==> config.mk <==
export PLATFORM = sky130hd
export DESIGN_NAME = upg_usart
export DESIGN_NICKNAME = d
export VERILOG_FILES = /design/src/hdl/upg_usart.v
export VERILOG_INCLUDE_DIRS = /design/src /design/src/hdl
export SDC_FILE = /design/constraint.sdc
export NUM_CORES = 1
export LEC_CHECK = 0
export BUFFER_PORTS_ARGS = -buffer_cell sky130_fd_sc_hd__buf_2
export CAP_MARGIN = 20
export CORE_MARGIN = 5
export CORE_UTILIZATION = 45
export CTS_CLUSTER_DIAMETER = 30
export CTS_CLUSTER_SIZE = 16
export DETAILED_ROUTE_END_ITERATION = 7
export GPL_TIMING_DRIVEN = 1
export HOLD_SLACK_MARGIN = 0.12
export PLACE_DENSITY = 0.67
export SLEW_MARGIN = 25
export SYNTH_ARGS = -nofsm -noshare
export SYNTH_HDL_FRONTEND = slang
export SYNTH_SLANG_ARGS = --single-unit
==> constraint.sdc <==
create_clock -name core_clk_in -period 2 [get_ports core_clk_in]
set_input_delay 0.2 -clock core_clk_in [delete_from_list [all_inputs] [get_ports core_clk_in]]
set_output_delay 0.2 -clock core_clk_in [all_outputs]
set_load 0.01 [all_outputs]
==> src/hdl/upg_regs.vh <==
// Contract
// - Completed character goes to holding register, ready set
// - Character while ready set: overrun, overwrite held
// - Clear-status command clears overrun, parity, stop errors
// - Parity select: even, odd, mark, space, none, multidrop
// - Even parity: bit equals XOR of data
// - Odd parity: bit equals inverted XOR of data
// - Mark parity: send 1, error on 0
// - Space parity: send 0, error on 1
// - No parity: bit omitted, never an error
// - Parity error flag sticky until clear command
// - Multidrop: data parity 0, address parity 1
// - Multidrop receive: high parity bit flags parity error
// - Send-address command marks next written byte as address
// - Guard count nonzero holds line high after stop
// - Holding-free stays low through guard until start bit
// - All-idle stays low until guard period ends
// - Idle reload zero disables timeout, flag stays 0
// - Idle counter decrements per bit, reloads per character
// - Arm-idle-wait stops counter until next character
// - Reload-idle-count restarts countdown from reload value
// - Stop bit sampled 0 sets stop-bit error flag
`ifndef UPG_REGS_VH
`define UPG_REGS_VH

// ***************************************
// Register byte offsets
// ***************************************
`define UPG_OFF_CTRL     5'h0_0
`define UPG_OFF_MODE     5'h0_4
`define UPG_OFF_STATUS   5'h0_8
`define UPG_OFF_RHR      5'h0_C
`define UPG_OFF_THR      5'h1_0
`define UPG_OFF_GUARD    5'h1_4
`define UPG_OFF_IDLE     5'h1_8

// ***************************************
// Control command bits
// ***************************************
`define UPG_CMD_CLR_STATUS 0
`define UPG_CMD_SEND_ADDR  1
`define UPG_CMD_ARM_IDLE   2
`define UPG_CMD_RELOAD     3

// ***************************************
// Status bits
// ***************************************
`define UPG_ST_RX_READY   0
`define UPG_ST_TX_FREE    1
`define UPG_ST_OVERRUN    2
`define UPG_ST_STOP_ERR   3
`define UPG_ST_PAR_ERR    4
`define UPG_ST_IDLE_EXP   5
`define UPG_ST_TX_IDLE    6

// ***************************************
// Parity select codes
// ***************************************
`define UPG_PAR_EVEN    3'h0
`define UPG_PAR_ODD     3'h1
`define UPG_PAR_SPACE   3'h2
`define UPG_PAR_MARK    3'h3
`define UPG_PAR_NONE    3'h4
`define UPG_PAR_MDROP0  3'h6
`define UPG_PAR_MDROP1  3'h7

// ***************************************
// Reset values and answers
// ***************************************
`define UPG_RST_MODE    3'h4
`define UPG_RESP_OKAY   2'h0
`define UPG_RESP_SLVERR 2'h2

`endif

==> src/hdl/upg_usart.v <==
// Implementation choices: the placing of the registers and the AXI4-Lite slave port.
`timescale 1ns/1ns
`default_nettype none
`include "upg_regs.vh"

module upg_usart (
   // Clock and reset
   input  wire        core_clk_in,
   input  wire        reset_in,
   // Bit period strobe from the baud generator
   input  wire        bit_tick_in,
   // Serial lines
   input  wire        rxd_in,
   output reg         txd_out,
   // AXI4-Lite write address
   input  wire        s_axi_awvalid_in,
   output reg         s_axi_awready_out,
   input  wire [4:0]  s_axi_awaddr_in,
   // AXI4-Lite write data
   input  wire        s_axi_wvalid_in,
   output reg         s_axi_wready_out,
   input  wire [31:0] s_axi_wdata_in,
   input  wire [3:0]  s_axi_wstrb_in,
   // AXI4-Lite write response
   output reg         s_axi_bvalid_out,
   input  wire        s_axi_bready_in,
   output reg  [1:0]  s_axi_bresp_out,
   // AXI4-Lite read address
   input  wire        s_axi_arvalid_in,
   output reg         s_axi_arready_out,
   input  wire [4:0]  s_axi_araddr_in,
   // AXI4-Lite read data
   output reg         s_axi_rvalid_out,
   input  wire        s_axi_rready_in,
   output reg  [31:0] s_axi_rdata_out,
   output reg  [1:0]  s_axi_rresp_out
);

   // ***************************************
   // State codes
   // ***************************************
   localparam [2:0] TX_IDLE  = 3'h0;
   localparam [2:0] TX_DATA  = 3'h1;
   localparam [2:0] TX_PAR   = 3'h2;
   localparam [2:0] TX_STOP  = 3'h3;
   localparam [2:0] TX_GUARD = 3'h4;
   localparam [1:0] RX_IDLE  = 2'h0;
   localparam [1:0] RX_DATA  = 2'h1;
   localparam [1:0] RX_PAR   = 2'h2;
   localparam [1:0] RX_STOP  = 2'h3;

   // ***************************************
   // Registers
   // ***************************************
   reg  [2:0]  parity_select_ff;    // Parity mode
   reg  [7:0]  guard_bit_count_ff;  // Guard periods
   reg  [15:0] idle_reload_ff;      // Idle reload value
   reg  [7:0]  rhr_ff;              // Receive holding register
   reg  [7:0]  thr_ff;              // Transmit holding register
   reg         thr_full_ff;         // Byte waiting in holding reg
   reg         thr_addr_ff;         // Waiting byte is an address
   reg         send_addr_ff;        // Next write is an address
   reg         rx_ready_ff;         // Received character ready
   reg         overrun_ff;          // Overrun flag
   reg         par_err_ff;          // Parity error flag
   reg         stop_err_ff;         // Stop-bit error flag
   reg         idle_exp_ff;         // Idle timeout expired
   reg  [15:0] idle_cnt_ff;         // Idle countdown
   reg         idle_run_ff;         // Idle counter clock running
   // Transmitter
   reg  [2:0]  tx_state_ff;
   reg  [7:0]  tx_shift_ff;
   reg  [2:0]  tx_bit_ff;
   reg         tx_par_ff;
   reg  [7:0]  tx_guard_ff;
   // Receiver
   reg  [1:0]  rx_state_ff;
   reg  [7:0]  rx_shift_ff;
   reg  [2:0]  rx_bit_ff;
   reg         rx_par_ff;
   // Bus slave
   reg         aw_held_ff;
   reg  [4:0]  aw_addr_ff;
   reg         w_held_ff;
   reg  [31:0] w_data_ff;
   reg  [3:0]  w_strb_ff;

   // ***************************************
   // Decoded events
   // ***************************************
   wire wr_go = aw_held_ff & w_held_ff & ~s_axi_bvalid_out;
   wire rd_go = s_axi_arvalid_in & s_axi_arready_out;
   wire wr_ctrl = wr_go & (aw_addr_ff == `UPG_OFF_CTRL) & w_strb_ff[0];
   wire cmd_clr = wr_ctrl & w_data_ff[`UPG_CMD_CLR_STATUS];
   wire cmd_addr = wr_ctrl & w_data_ff[`UPG_CMD_SEND_ADDR];
   wire cmd_arm = wr_ctrl & w_data_ff[`UPG_CMD_ARM_IDLE];
   wire cmd_reload = wr_ctrl & w_data_ff[`UPG_CMD_RELOAD];
   wire wr_thr = wr_go & (aw_addr_ff == `UPG_OFF_THR) & w_strb_ff[0];
   wire rd_rhr = rd_go & (s_axi_araddr_in == `UPG_OFF_RHR);
   wire par_on = (parity_select_ff != `UPG_PAR_NONE) &
                 (parity_select_ff != 3'h5);
   wire mdrop = (parity_select_ff == `UPG_PAR_MDROP0) |
                (parity_select_ff == `UPG_PAR_MDROP1);
   wire rx_done = bit_tick_in & (rx_state_ff == RX_STOP);
   // Transmitter may start a new character at this tick
   wire tx_open = (tx_state_ff == TX_IDLE) |
                  ((tx_state_ff == TX_GUARD) & (tx_guard_ff == 8'h0_0));

   // Parity bit for a data byte in the current mode
   function par_of;
      input [7:0] data;
      input [2:0] mode;
      input       addr;
      begin
         case (mode)
            `UPG_PAR_EVEN:   par_of = ^data;
            `UPG_PAR_ODD:    par_of = ~^data;
            `UPG_PAR_MARK:   par_of = 1'b1;
            `UPG_PAR_SPACE:  par_of = 1'b0;
            `UPG_PAR_MDROP0,
            `UPG_PAR_MDROP1: par_of = addr;
            default:         par_of = 1'b0;
         endcase
      end
   endfunction

   // Receive parity check result
   wire rx_par_bad = mdrop ? rx_par_ff
                   : (rx_par_ff != par_of(rx_shift_ff, parity_select_ff,
                                          1'b0));

   // ***************************************
   // AXI4-Lite slave
   // ***************************************
   // Address and data taken in either order; one write at a time
   always @(posedge core_clk_in) begin
      if (reset_in) begin
         s_axi_awready_out <= 1'b0;
         s_axi_wready_out  <= 1'b0;
         s_axi_bvalid_out  <= 1'b0;
         s_axi_bresp_out   <= `UPG_RESP_OKAY;
         aw_held_ff        <= 1'b0;
         w_held_ff         <= 1'b0;
         aw_addr_ff        <= 5'h0_0;
         w_data_ff         <= 32'h0000_0000;
         w_strb_ff         <= 4'h0;
      end else begin
         // Ready pulses for one cycle, only while its own channel holds nothing
         s_axi_awready_out <= s_axi_awvalid_in & ~s_axi_awready_out &
                              ~aw_held_ff;
         s_axi_wready_out  <= s_axi_wvalid_in & ~s_axi_wready_out &
                              ~w_held_ff;
         if (s_axi_awvalid_in & s_axi_awready_out) begin
            aw_held_ff <= 1'b1;
            aw_addr_ff <= s_axi_awaddr_in;
         end
         if (s_axi_wvalid_in & s_axi_wready_out) begin
            w_held_ff <= 1'b1;
            w_data_ff <= s_axi_wdata_in;
            w_strb_ff <= s_axi_wstrb_in;
         end
         if (wr_go) begin
            aw_held_ff       <= 1'b0;
            w_held_ff        <= 1'b0;
            s_axi_bvalid_out <= 1'b1;
            // Status and receive holding registers are read only
            s_axi_bresp_out  <= (aw_addr_ff[1:0] != 2'h0 ||
                                 aw_addr_ff > `UPG_OFF_IDLE ||
                                 aw_addr_ff == `UPG_OFF_STATUS ||
                                 aw_addr_ff == `UPG_OFF_RHR) ?
                                `UPG_RESP_SLVERR : `UPG_RESP_OKAY;
         end else if (s_axi_bready_in) begin
            s_axi_bvalid_out <= 1'b0;
         end
      end
   end

   // Read channel: one cycle address, data the cycle after
   always @(posedge core_clk_in) begin
      if (reset_in) begin
         s_axi_arready_out <= 1'b0;
         s_axi_rvalid_out  <= 1'b0;
         s_axi_rdata_out   <= 32'h0000_0000;
         s_axi_rresp_out   <= `UPG_RESP_OKAY;
      end else begin
         s_axi_arready_out <= s_axi_arvalid_in & ~s_axi_arready_out &
                              ~s_axi_rvalid_out;
         if (rd_go) begin
            s_axi_rvalid_out <= 1'b1;
            s_axi_rresp_out  <= `UPG_RESP_OKAY;
            case (s_axi_araddr_in)
               `UPG_OFF_MODE:   s_axi_rdata_out <= {29'h0, parity_select_ff};
               `UPG_OFF_STATUS: s_axi_rdata_out <= {25'h0,
                                  (tx_state_ff == TX_IDLE) & ~thr_full_ff,
                                  idle_exp_ff, par_err_ff, stop_err_ff,
                                  overrun_ff, ~thr_full_ff, rx_ready_ff};
               `UPG_OFF_RHR:    s_axi_rdata_out <= {24'h0, rhr_ff};
               `UPG_OFF_GUARD:  s_axi_rdata_out <= {24'h0,
                                                    guard_bit_count_ff};
               `UPG_OFF_IDLE:   s_axi_rdata_out <= {16'h0, idle_reload_ff};
               `UPG_OFF_CTRL,
               `UPG_OFF_THR:    s_axi_rdata_out <= 32'h0000_0000;
               default: begin
                  s_axi_rdata_out <= 32'h0000_0000;
                  s_axi_rresp_out <= `UPG_RESP_SLVERR;
               end
            endcase
         end else if (s_axi_rready_in) begin
            s_axi_rvalid_out <= 1'b0;
         end
      end
   end

   // ***************************************
   // Configuration registers
   // ***************************************
   always @(posedge core_clk_in) begin
      if (reset_in) begin
         parity_select_ff   <= `UPG_RST_MODE;
         guard_bit_count_ff <= 8'h0_0;
         idle_reload_ff     <= 16'h0000;
      end else if (wr_go) begin
         // Each byte lane lands only with its strobe
         if (aw_addr_ff == `UPG_OFF_MODE && w_strb_ff[0]) begin
            parity_select_ff <= w_data_ff[2:0];
         end
         if (aw_addr_ff == `UPG_OFF_GUARD && w_strb_ff[0]) begin
            guard_bit_count_ff <= w_data_ff[7:0];
         end
         if (aw_addr_ff == `UPG_OFF_IDLE && w_strb_ff[0]) begin
            idle_reload_ff[7:0] <= w_data_ff[7:0];
         end
         if (aw_addr_ff == `UPG_OFF_IDLE && w_strb_ff[1]) begin
            idle_reload_ff[15:8] <= w_data_ff[15:8];
         end
      end
   end

   // ***************************************
   // Transmitter
   // ***************************************
   // Holding register: a load at the start bit frees it
   always @(posedge core_clk_in) begin
      if (reset_in) begin
         thr_full_ff  <= 1'b0;
         thr_ff       <= 8'h0_0;
         thr_addr_ff  <= 1'b0;
         send_addr_ff <= 1'b0;
      end else begin
         if (cmd_addr) begin
            send_addr_ff <= 1'b1;
         end
         if (bit_tick_in & tx_open & thr_full_ff) begin
            thr_full_ff <= 1'b0;
         end
         // Write while full replaces the waiting byte
         if (wr_thr) begin
            thr_full_ff  <= 1'b1;
            thr_ff       <= w_data_ff[7:0];
            thr_addr_ff  <= send_addr_ff | cmd_addr;
            send_addr_ff <= 1'b0;
         end
      end
   end

   // Line sequencer: each state names what goes out at next tick
   always @(posedge core_clk_in) begin
      if (reset_in) begin
         tx_state_ff <= TX_IDLE;
         txd_out     <= 1'b1;
         tx_shift_ff <= 8'h0_0;
         tx_bit_ff   <= 3'h0;
         tx_par_ff   <= 1'b0;
         tx_guard_ff <= 8'h0_0;
      end else if (bit_tick_in) begin
         case (tx_state_ff)
            TX_DATA: begin
               txd_out     <= tx_shift_ff[0];
               tx_shift_ff <= {1'b0, tx_shift_ff[7:1]};
               tx_bit_ff   <= tx_bit_ff + 3'h1;
               if (tx_bit_ff == 3'h7) begin
                  tx_state_ff <= par_on ? TX_PAR : TX_STOP;
               end
            end
            TX_PAR: begin
               txd_out     <= tx_par_ff;
               tx_state_ff <= TX_STOP;
            end
            TX_STOP: begin
               txd_out     <= 1'b1;
               tx_guard_ff <= guard_bit_count_ff;
               // Zero count skips the guard entirely
               tx_state_ff <= (guard_bit_count_ff == 8'h0_0) ?
                              TX_IDLE : TX_GUARD;
            end
            TX_IDLE, TX_GUARD: begin
               if (tx_guard_ff != 8'h0_0) begin
                  // Line stays high, still part of this character
                  tx_guard_ff <= tx_guard_ff - 8'h0_1;
               end else if (thr_full_ff) begin
                  txd_out     <= 1'b0;
                  tx_shift_ff <= thr_ff;
                  tx_bit_ff   <= 3'h0;
                  tx_par_ff   <= par_of(thr_ff, parity_select_ff,
                                        thr_addr_ff);
                  tx_state_ff <= TX_DATA;
               end else begin
                  tx_state_ff <= TX_IDLE;
               end
            end
            default: tx_state_ff <= TX_IDLE;
         endcase
      end
   end

   // ***************************************
   // Receiver
   // ***************************************
   // Ticks are taken as mid-bit sample points
   always @(posedge core_clk_in) begin
      if (reset_in) begin
         rx_state_ff <= RX_IDLE;
         rx_shift_ff <= 8'h0_0;
         rx_bit_ff   <= 3'h0;
         rx_par_ff   <= 1'b0;
      end else if (bit_tick_in) begin
         case (rx_state_ff)
            RX_IDLE: begin
               if (!rxd_in) begin
                  rx_state_ff <= RX_DATA;
                  rx_bit_ff   <= 3'h0;
               end
            end
            RX_DATA: begin
               rx_shift_ff <= {rxd_in, rx_shift_ff[7:1]};
               rx_bit_ff   <= rx_bit_ff + 3'h1;
               if (rx_bit_ff == 3'h7) begin
                  rx_state_ff <= par_on ? RX_PAR : RX_STOP;
               end
            end
            RX_PAR: begin
               rx_par_ff   <= rxd_in;
               rx_state_ff <= RX_STOP;
            end
            RX_STOP: rx_state_ff <= RX_IDLE;
            default: rx_state_ff <= RX_IDLE;
         endcase
      end
   end

   // Sticky flags: a set in the clear cycle wins
   always @(posedge core_clk_in) begin
      if (reset_in) begin
         rhr_ff      <= 8'h0_0;
         rx_ready_ff <= 1'b0;
         overrun_ff  <= 1'b0;
         par_err_ff  <= 1'b0;
         stop_err_ff <= 1'b0;
      end else begin
         rx_ready_ff <= (rx_ready_ff & ~rd_rhr) | rx_done;
         overrun_ff  <= (overrun_ff & ~cmd_clr) |
                        (rx_done & rx_ready_ff & ~rd_rhr);
         par_err_ff  <= (par_err_ff & ~cmd_clr) |
                        (rx_done & par_on & rx_par_bad);
         stop_err_ff <= (stop_err_ff & ~cmd_clr) |
                        (rx_done & ~rxd_in);
         if (rx_done) begin
            rhr_ff <= rx_shift_ff;
         end
      end
   end

   // ***************************************
   // Receiver idle timeout
   // ***************************************
   // Character arrival and commands take priority over counting
   always @(posedge core_clk_in) begin
      if (reset_in) begin
         idle_cnt_ff <= 16'h0000;
         idle_run_ff <= 1'b0;
         idle_exp_ff <= 1'b0;
      end else if (idle_reload_ff == 16'h0000) begin
         idle_run_ff <= 1'b0;
         idle_exp_ff <= 1'b0;
      end else if (rx_done | cmd_reload) begin
         idle_cnt_ff <= idle_reload_ff;
         idle_run_ff <= 1'b1;
         if (cmd_reload) begin
            idle_exp_ff <= 1'b0;
         end
      end else if (cmd_arm) begin
         idle_run_ff <= 1'b0;
         idle_exp_ff <= 1'b0;
      end else if (bit_tick_in & idle_run_ff) begin
         idle_cnt_ff <= idle_cnt_ff - 16'h0001;
         if (idle_cnt_ff == 16'h0001) begin
            idle_exp_ff <= 1'b1;
            idle_run_ff <= 1'b0;
         end
      end
   end

endmodule
`default_nettype wire

==> results of run 1 <==
[metrics by stage]
step | worst slack (ns) | area [um2] | hold WS (ns) | cells | power [mW]
final | -0.197 | 9360 | 0.215 | 1265 | 6.61
after global routing | -0.278 | 9360 | 0.251 | 1265 | 6.82
after CTS | -0.158 | 9050 | 0.195 | 1256 | 6.63
after detailed placement | -0.143 | 8050 | 0.446 | 1187 | 3.49
after global placement | -0.131 | 8050 | 0.434 | 1187 | 3.49
after floorplan | -0.149 | 7230 | 0.336 | 908 | 3.40
[cell usage after synthesis, types with 4 or more instances]
cell type / instances / area share, %
clkbuf_1: 41 / 2.2
nor2_1: 97 / 5.1
nor4_1: 9 / 0.79
nor2b_1: 7 / 0.61
nand4_1: 8 / 0.70
nand3_1: 39 / 2.7
a31oi_1: 7 / 0.61
and2_1: 6 / 0.53
mux2i_1: 28 / 3.9
nand3b_1: 6 / 0.63
buf_4: 19 / 2.0
a211oi_1: 4 / 0.42
nand2_1: 157 / 8.3
dfxtp_1: 154 / 43
a21oi_1: 108 / 7.6
a311oi_1: 11 / 1.3
xnor2_1: 13 / 1.6
nor3_1: 11 / 0.77
and3_1: 5 / 0.44
inv_1: 15 / 0.79
a222oi_1: 6 / 0.84
nor4b_1: 5 / 0.61
buf_1: 6 / 0.32
o21ai_0: 35 / 2.5
a32oi_1: 8 / 0.98
nand2b_1: 5 / 0.44
ha_1: 12 / 2.1
[layer usage]
| layer | wire length (um) | share of wire (%) | up-vias | GRT usage [%] |
|---|---|---|---|---|
| met3 | 1080 | 5.5 | 17 | 4.11 |
| met5 | 0 | 0 | - | 0 |
| met4 | 269 | 1.4 | 0 | 6.16 |
| met1 | 9440 | 48 | 3225 | 29.7 |
| met2 | 8910 | 45 | 211 | 33.0 |
| li1 | - | - | 3413 | - |
[layout make-up]
class                   count  area, um2
well taps                 216        270
clock inverters            11       95.1
clock buffers              21        480
inverters                  15       56.3
multi-input cells         671       3990
repair buffers            177       1390
flip-flops and latches    154       3090
fillers                  1352       6350
[sequential cells by signal, summed over array words and instances, names as in the netlist, 8 cells and up]
signal / count
guard_bit_count_ff: 8
idle_cnt_ff: 16
idle_reload_ff: 16
rhr_ff: 8
rx_shift_ff: 8
s_axi_rdata_out: 16
thr_ff: 8
tx_guard_ff: 8
tx_shift_ff: 8
w_data_ff: 16
[logic make-up (layout without fill, tap and decap cells)]
kind of cell / Yosys count / in the layout / share of synthesized area, %
multiplexers: 29 / 29 / 4.08
XOR/XNOR: 14 / 14 / 1.72
other: 1 / 18 / 0.0525
adder cells (fa/ha/maj): 12 / 12 / 2.10
flip-flops: 154 / 154 / 43.2
AO/OA/AOI/OAI: 219 / 219 / 18.9
AND/OR/NAND/NOR: 378 / 379 / 24.5
buffers and inverters: 84 / 224 / 5.47
[repair_timing]
item,in CTS,in global routing
setup buffers,1,7
setup endpoints to repair,31,37
hold buffers,35,0
cloned,1,2
resized for setup,17,60
pin swaps,3,22
endpoints found under the hold margin,39,0
[how the worst min path moves through the flow]
stage,from,to,slack (ns)
floorplan,s_axi_wdata_in[10],w_data_ff[10],0.34
global placement,s_axi_rvalid_out,s_axi_arready_out,0.43
CTS,s_axi_araddr_in[0],s_axi_rresp_out[1],0.20
detailed placement,s_axi_rdata_out[8],s_axi_rdata_out[8],0.45
global route,s_axi_araddr_in[1],s_axi_rresp_out[1],0.25
finish,s_axi_araddr_in[0],s_axi_rresp_out[1],0.22
[report_power, final]
group | switching [mW] | leakage [nW] | internal (mW)
registers | 0.0271 | 1.24 | 3.10
clock network | 1.28 | 0.281 | 1.83
logic | 0.211 | 2.10 | 0.159
[critical path, stage by stage (launching register included)]
cell and delay [ns]:
dfxtp_2 0.32, or4_4 0.52, or4_4 0.43, or3_4 0.43, o21ai_1 0.17, a211o_1 0.15, o21ai_2 0.05
[cells in the final DEF (no fill, tap or decap), types with 4 or more instances in the layout]
cell type	netlist	routed
a31oi_1	7	7
buf_6	0	13
buf_4	19	65
clkinv_2	0	5
a21oi_1	108	101
nor4_1	9	7
nor3_1	11	9
nand2b_1	5	5
clkbuf_16	0	18
buf_2	3	59
nand3b_1	6	6
a32oi_1	8	7
ha_1	12	12
clkbuf_8	0	4
nand4_1	8	8
nor2_1	97	93
mux2i_1	28	28
a21oi_2	0	6
o21ai_0	35	23
dfxtp_1	154	151
a222oi_1	6	6
and2_1	6	5
nor4b_1	5	5
o21ai_1	1	10
inv_1	15	15
a211oi_1	4	4
nor2b_1	7	7
xnor2_1	13	12
a311oi_1	11	10
o21ai_2	1	4
buf_12	0	4
nand2_1	157	153
conb_1	1	18
nand3_1	39	37
dlygate4sd3_1	0	35
==> impl_metrics.json, run 1 <==
{
  "drt-wirelength-per-cell_um": 15.6,
  "fin_skew_ns": 0.0107,
  "hold_class": "in2reg",
  "grt_remaining_overflow": 0,
  "finalWeightedCongestion": 0.879,
  "cp-end-kind": "register",
  "status": "finished with violations",
  "finalNetCount": 1103,
  "numPortBuffers": 60,
  "syn_inst": 891,
  "synth_edf_count": 0,
  "violations": "setup timing",
  "vias": 6866,
  "clock_latency_ns": 0.43,
  "die_w_um": 136,
  "track_usage_pct": 21.1,
  "placementRows": 46,
  "synthDistinctLibCells": 66,
  "power_density_nw_per_um2": 706,
  "clock_sinks": 154,
  "startpoint_type": "register",
  "design.core.area_um2": 15700,
  "final_util_pct": 59.6,
  "async_reset_ff_share_pct": 0,
  "synth.yosys.seq_area_share_pct": 43.2,
  "grt_first_pass_wirelength_um": 31400,
  "cts-root-buf": "clkbuf_16",
  "fmax_mhz": 455,
  "h-tree-depth": 4,
  "synth_area_um2": 7140,
  "rrSetupSlack_ns": -0.20,
  "drive_above_1_share_pct": 21.6,
  "area_growth_pct": 31.2,
  "endpoint": "idle_cnt_ff[15]",
  "setup_violations": 16,
  "tightest_slew_ns": 0.766,
  "fp.dieArea_um2": 18500,
  "grt_pass1_vias": 6289,
  "critPathMaxFanout": 5,
  "drt-initial-drc-count": 691,
  "cts_buffer_depth": 2,
  "dpl.hpwl_um": 12900,
  "diodes": 0,
  "grt_max_degree": 81,
  "period_minus_slack_ns": 2.20,
  "cp.required_ns": 2.32,
  "ys_warn_count": 0,
  "rsz0062_at_grt": "yes",
  "vias_per_cell": 5.43,
  "finalSetupTns_ns": -1.50,
  "die_h_um": 136,
  "final_hold_viol_count": 0,
  "cap_viol_max_count": 0,
  "synth_ff_type": "dfxtp_1",
  "drc": 0,
  "fin_crit_sh_pct": 110,
  "dr.pass1.iters": 6,
  "p_leak_nw": 3.62,
  "antenna_left": 0,
  "ir_worst_vdd_mv": 0.661,
  "fin_ws_ns": -0.197,
  "relSlewSlack_pct": 48.7,
  "r2r-start": "idle_cnt_ff[6]",
  "ys_ff_latch": 154,
  "antenna_found_initial": 0,
  "start_util_pct": 45.4,
  "cp.arrival_ns": 2.51,
  "drt-total-wl_um": 19700,
  "cts_buffers": 17,
  "slew_violations": 0,
  "postSynthAreaPerCell_um2": 8.01,
  "crit_type": "reg2reg",
  "startpoint": "idle_cnt_ff[6]",
  "ios": 97,
  "cts_tree": "built",
  "r2r_cells": 6,
  "clkTransAtPathRegs_ns": 0.07,
  "hold_depth": 3,
  "regToRegEndpoint": "idle_cnt_ff[15]"
}
Note: power is estimated with default switching activity, not from simulation.
==> inputs of run 2 (changes only) <==
--- a/config.mk
+++ b/config.mk
@@ -15,7 +15,7 @@
 export DETAILED_ROUTE_END_ITERATION = 7
 export GPL_TIMING_DRIVEN = 1
 export HOLD_SLACK_MARGIN = 0.12
-export PLACE_DENSITY = 0.67
+export PLACE_DENSITY = 0.71
 export SLEW_MARGIN = 25
 export SYNTH_ARGS = -nofsm -noshare
 export SYNTH_HDL_FRONTEND = slang
==> impl_metrics.json, run 2 (same netlist as run 1, synthesis figures left out) <==
{
  "antenna_left": 0,
  "cp-end-kind": "register",
  "violations": "setup timing",
  "die_h_um": 136,
  "cts-root-buf": "clkbuf_16",
  "rrSetupSlack_ns": -0.19,
  "grt_first_pass_wirelength_um": 31500,
  "setup_violations": 9,
  "tightest_slew_ns": 0.705,
  "vias": 6886,
  "dpl.hpwl_um": 13000,
  "area_growth_pct": 28.5,
  "slew_violations": 0,
  "period_minus_slack_ns": 2.19,
  "drive_above_1_share_pct": 19.1,
  "clock_power_share_pct": 48.7,
  "cts_buffers": 17,
  "crit_type": "reg2reg",
  "cp.required_ns": 2.31,
  "r2r-start": "idle_cnt_ff[6]",
  "h-tree-depth": 4,
  "layout_commonest_cell": "nand2_1",
  "numPortBuffers": 60,
  "met1_usage_pct": 28.4,
  "grt_pass1_vias": 6316,
  "drc": 0,
  "regToRegEndpoint": "idle_run_ff",
  "fin_crit_sh_pct": 110,
  "pwr-share-seq_pct": 46.0,
  "placed_area_um2": 7980,
  "finalWeightedCongestion": 0.858,
  "clkTransAtPathRegs_ns": 0.06,
  "dr.pass1.iters": 7,
  "finalSetupTns_ns": -0.926,
  "final_hold_viol_count": 0,
  "vias_per_cell": 5.48,
  "fmax_mhz": 456,
  "busiest_layer": "met2",
  "drt-initial-drc-count": 833,
  "ir_worst_vdd_mv": 0.595,
  "relSlewSlack_pct": 52.8,
  "critPathMaxFanout": 5,
  "stdcell_count": 1256,
  "sw_frac_of_total_pct": 21.5,
  "dp_cells": 1180,
  "use_met3_pct": 4.26,
  "cp.arrival_ns": 2.50,
  "ios": 97,
  "power_density_nw_per_um2": 742,
  "combPwrFrac_pct": 5.3,
  "intPower_mw": 5.33,
  "drt-wirelength-per-cell_um": 15.6,
  "antenna_found_initial": 1,
  "hold_depth": 3,
  "cts_tree": "built",
  "placementRows": 46,
  "power.switching_mw": 1.46,
  "startpoint_type": "register",
  "track_usage_pct": 21.1,
  "r2r_cells": 5,
  "hold_class": "in2reg",
  "die_w_um": 136,
  "min_to": "s_axi_rresp_out[1]",
  "gr-usage-met2_pct": 34.1,
  "fin_area_um2": 9170,
  "clock_sinks": 154,
  "cap_viol_max_count": 0,
  "fin_skew_ns": 0.00737,
  "min-delay-start": "s_axi_araddr_in[0]",
  "clock_latency_ns": 0.43,
  "grt_remaining_overflow": 0,
  "design.core.area_um2": 15700,
  "rsz0062_at_grt": "yes",
  "status": "finished with violations",
  "drt-total-wl_um": 19600,
  "cts_buffer_depth": 2,
  "fin_ws_ns": -0.192,
  "grt_max_degree": 115,
  "finalNetCount": 1093,
  "start_util_pct": 45.4,
  "p_leak_nw": 3.55,
  "fp.dieArea_um2": 18500,
  "final_cell_mix": "nand2_1 (155), dfxtp_1 (153), a21oi_1 (104)"
}
==> run 2: cell types whose count changed in the layout (fill, tap and decap cells not counted), moves of 3 or more <==
cell,delta
clkinvlp_4,-3
a21oi_1,+3
o21ai_2,-3
o21ai_1,-4
a21oi_2,-3
buf_6,-8
clkbuf_1,+3
o21ai_0,+7
==> run 2: worst max-delay path by stage <==
| stage | to | depth (start not counted) | startpoint | slack (ns) |
|---|---|---|---|---|
| floorplan | idle_cnt_ff[15] | 6 | idle_cnt_ff[6] | -0.15 |
| global route | idle_run_ff | 5 | idle_cnt_ff[6] | -0.24 |
| finish | idle_run_ff | 5 | idle_cnt_ff[6] | -0.19 |
| detailed placement | idle_cnt_ff[15] | 6 | idle_cnt_ff[6] | -0.15 |
| CTS | idle_cnt_ff[15] | 6 | idle_cnt_ff[6] | -0.16 |
| global placement | idle_cnt_ff[15] | 6 | idle_cnt_ff[6] | -0.14 |
==> run 2: cell type report <==
type / count / area (um2)
fill: 1387 / 6550
multi-input combinational: 670 / 3890
sequential: 154 / 3080
timing repair buffer: 168 / 1260
clock buffer: 24 / 492
tap: 216 / 270
clock inverter: 8 / 115
inverter: 15 / 56.3
antenna: 1 / 2.50
==> run 2: repair_timing <==
action                                 4_1_cts  5_1_grt
cloned                                       0        2
pin swaps                                    3       12
gates resized for setup                      8       32
endpoints found under the hold margin       30        0
hold buffers                                34        0
buffers inserted                             2        5
setup endpoints to repair                   44       40
==> run 2: power by group through the flow <==
stage / registers [mW] / clock network, mW / logic (mW)
finish: 3.12 / 3.31 / 0.361
global route: 3.13 / 3.50 / 0.397
CTS: 3.12 / 3.35 / 0.347
detailed placement: 3.19 / 0 / 0.297
global placement: 3.19 / 0 / 0.293
floorplan: 3.19 / 0 / 0.208
==> run 2: per-layer routing <==
layer  share of wire (%)  up-vias
met5                   0        -
met4                 1.8        0
met3                 6.8       31
met2                  46      238
met1                  46     3217
li1                    -     3400
==> run 2: worst max-delay path, cell delays in order, from the launching register on <==
cell and delay, ns:
dfxtp_2 0.31, or4_4 0.53, or4_4 0.43, or3_4 0.44, o311ai_1 0.26, a21oi_1 0.10
==> run 2: per-stage QoR <==
stage	hold slack [ns]	total power, mW	utilization [%]	setup WS (ns)
global placement	0.435	3.48	50.8	-0.142
CTS	0.181	6.82	57.1	-0.162
floorplan	0.336	3.40	-	-0.149
global route	0.214	7.02	58.3	-0.239
detailed placement	0.442	3.49	50.8	-0.149
finish	0.183	6.80	58.3	-0.192
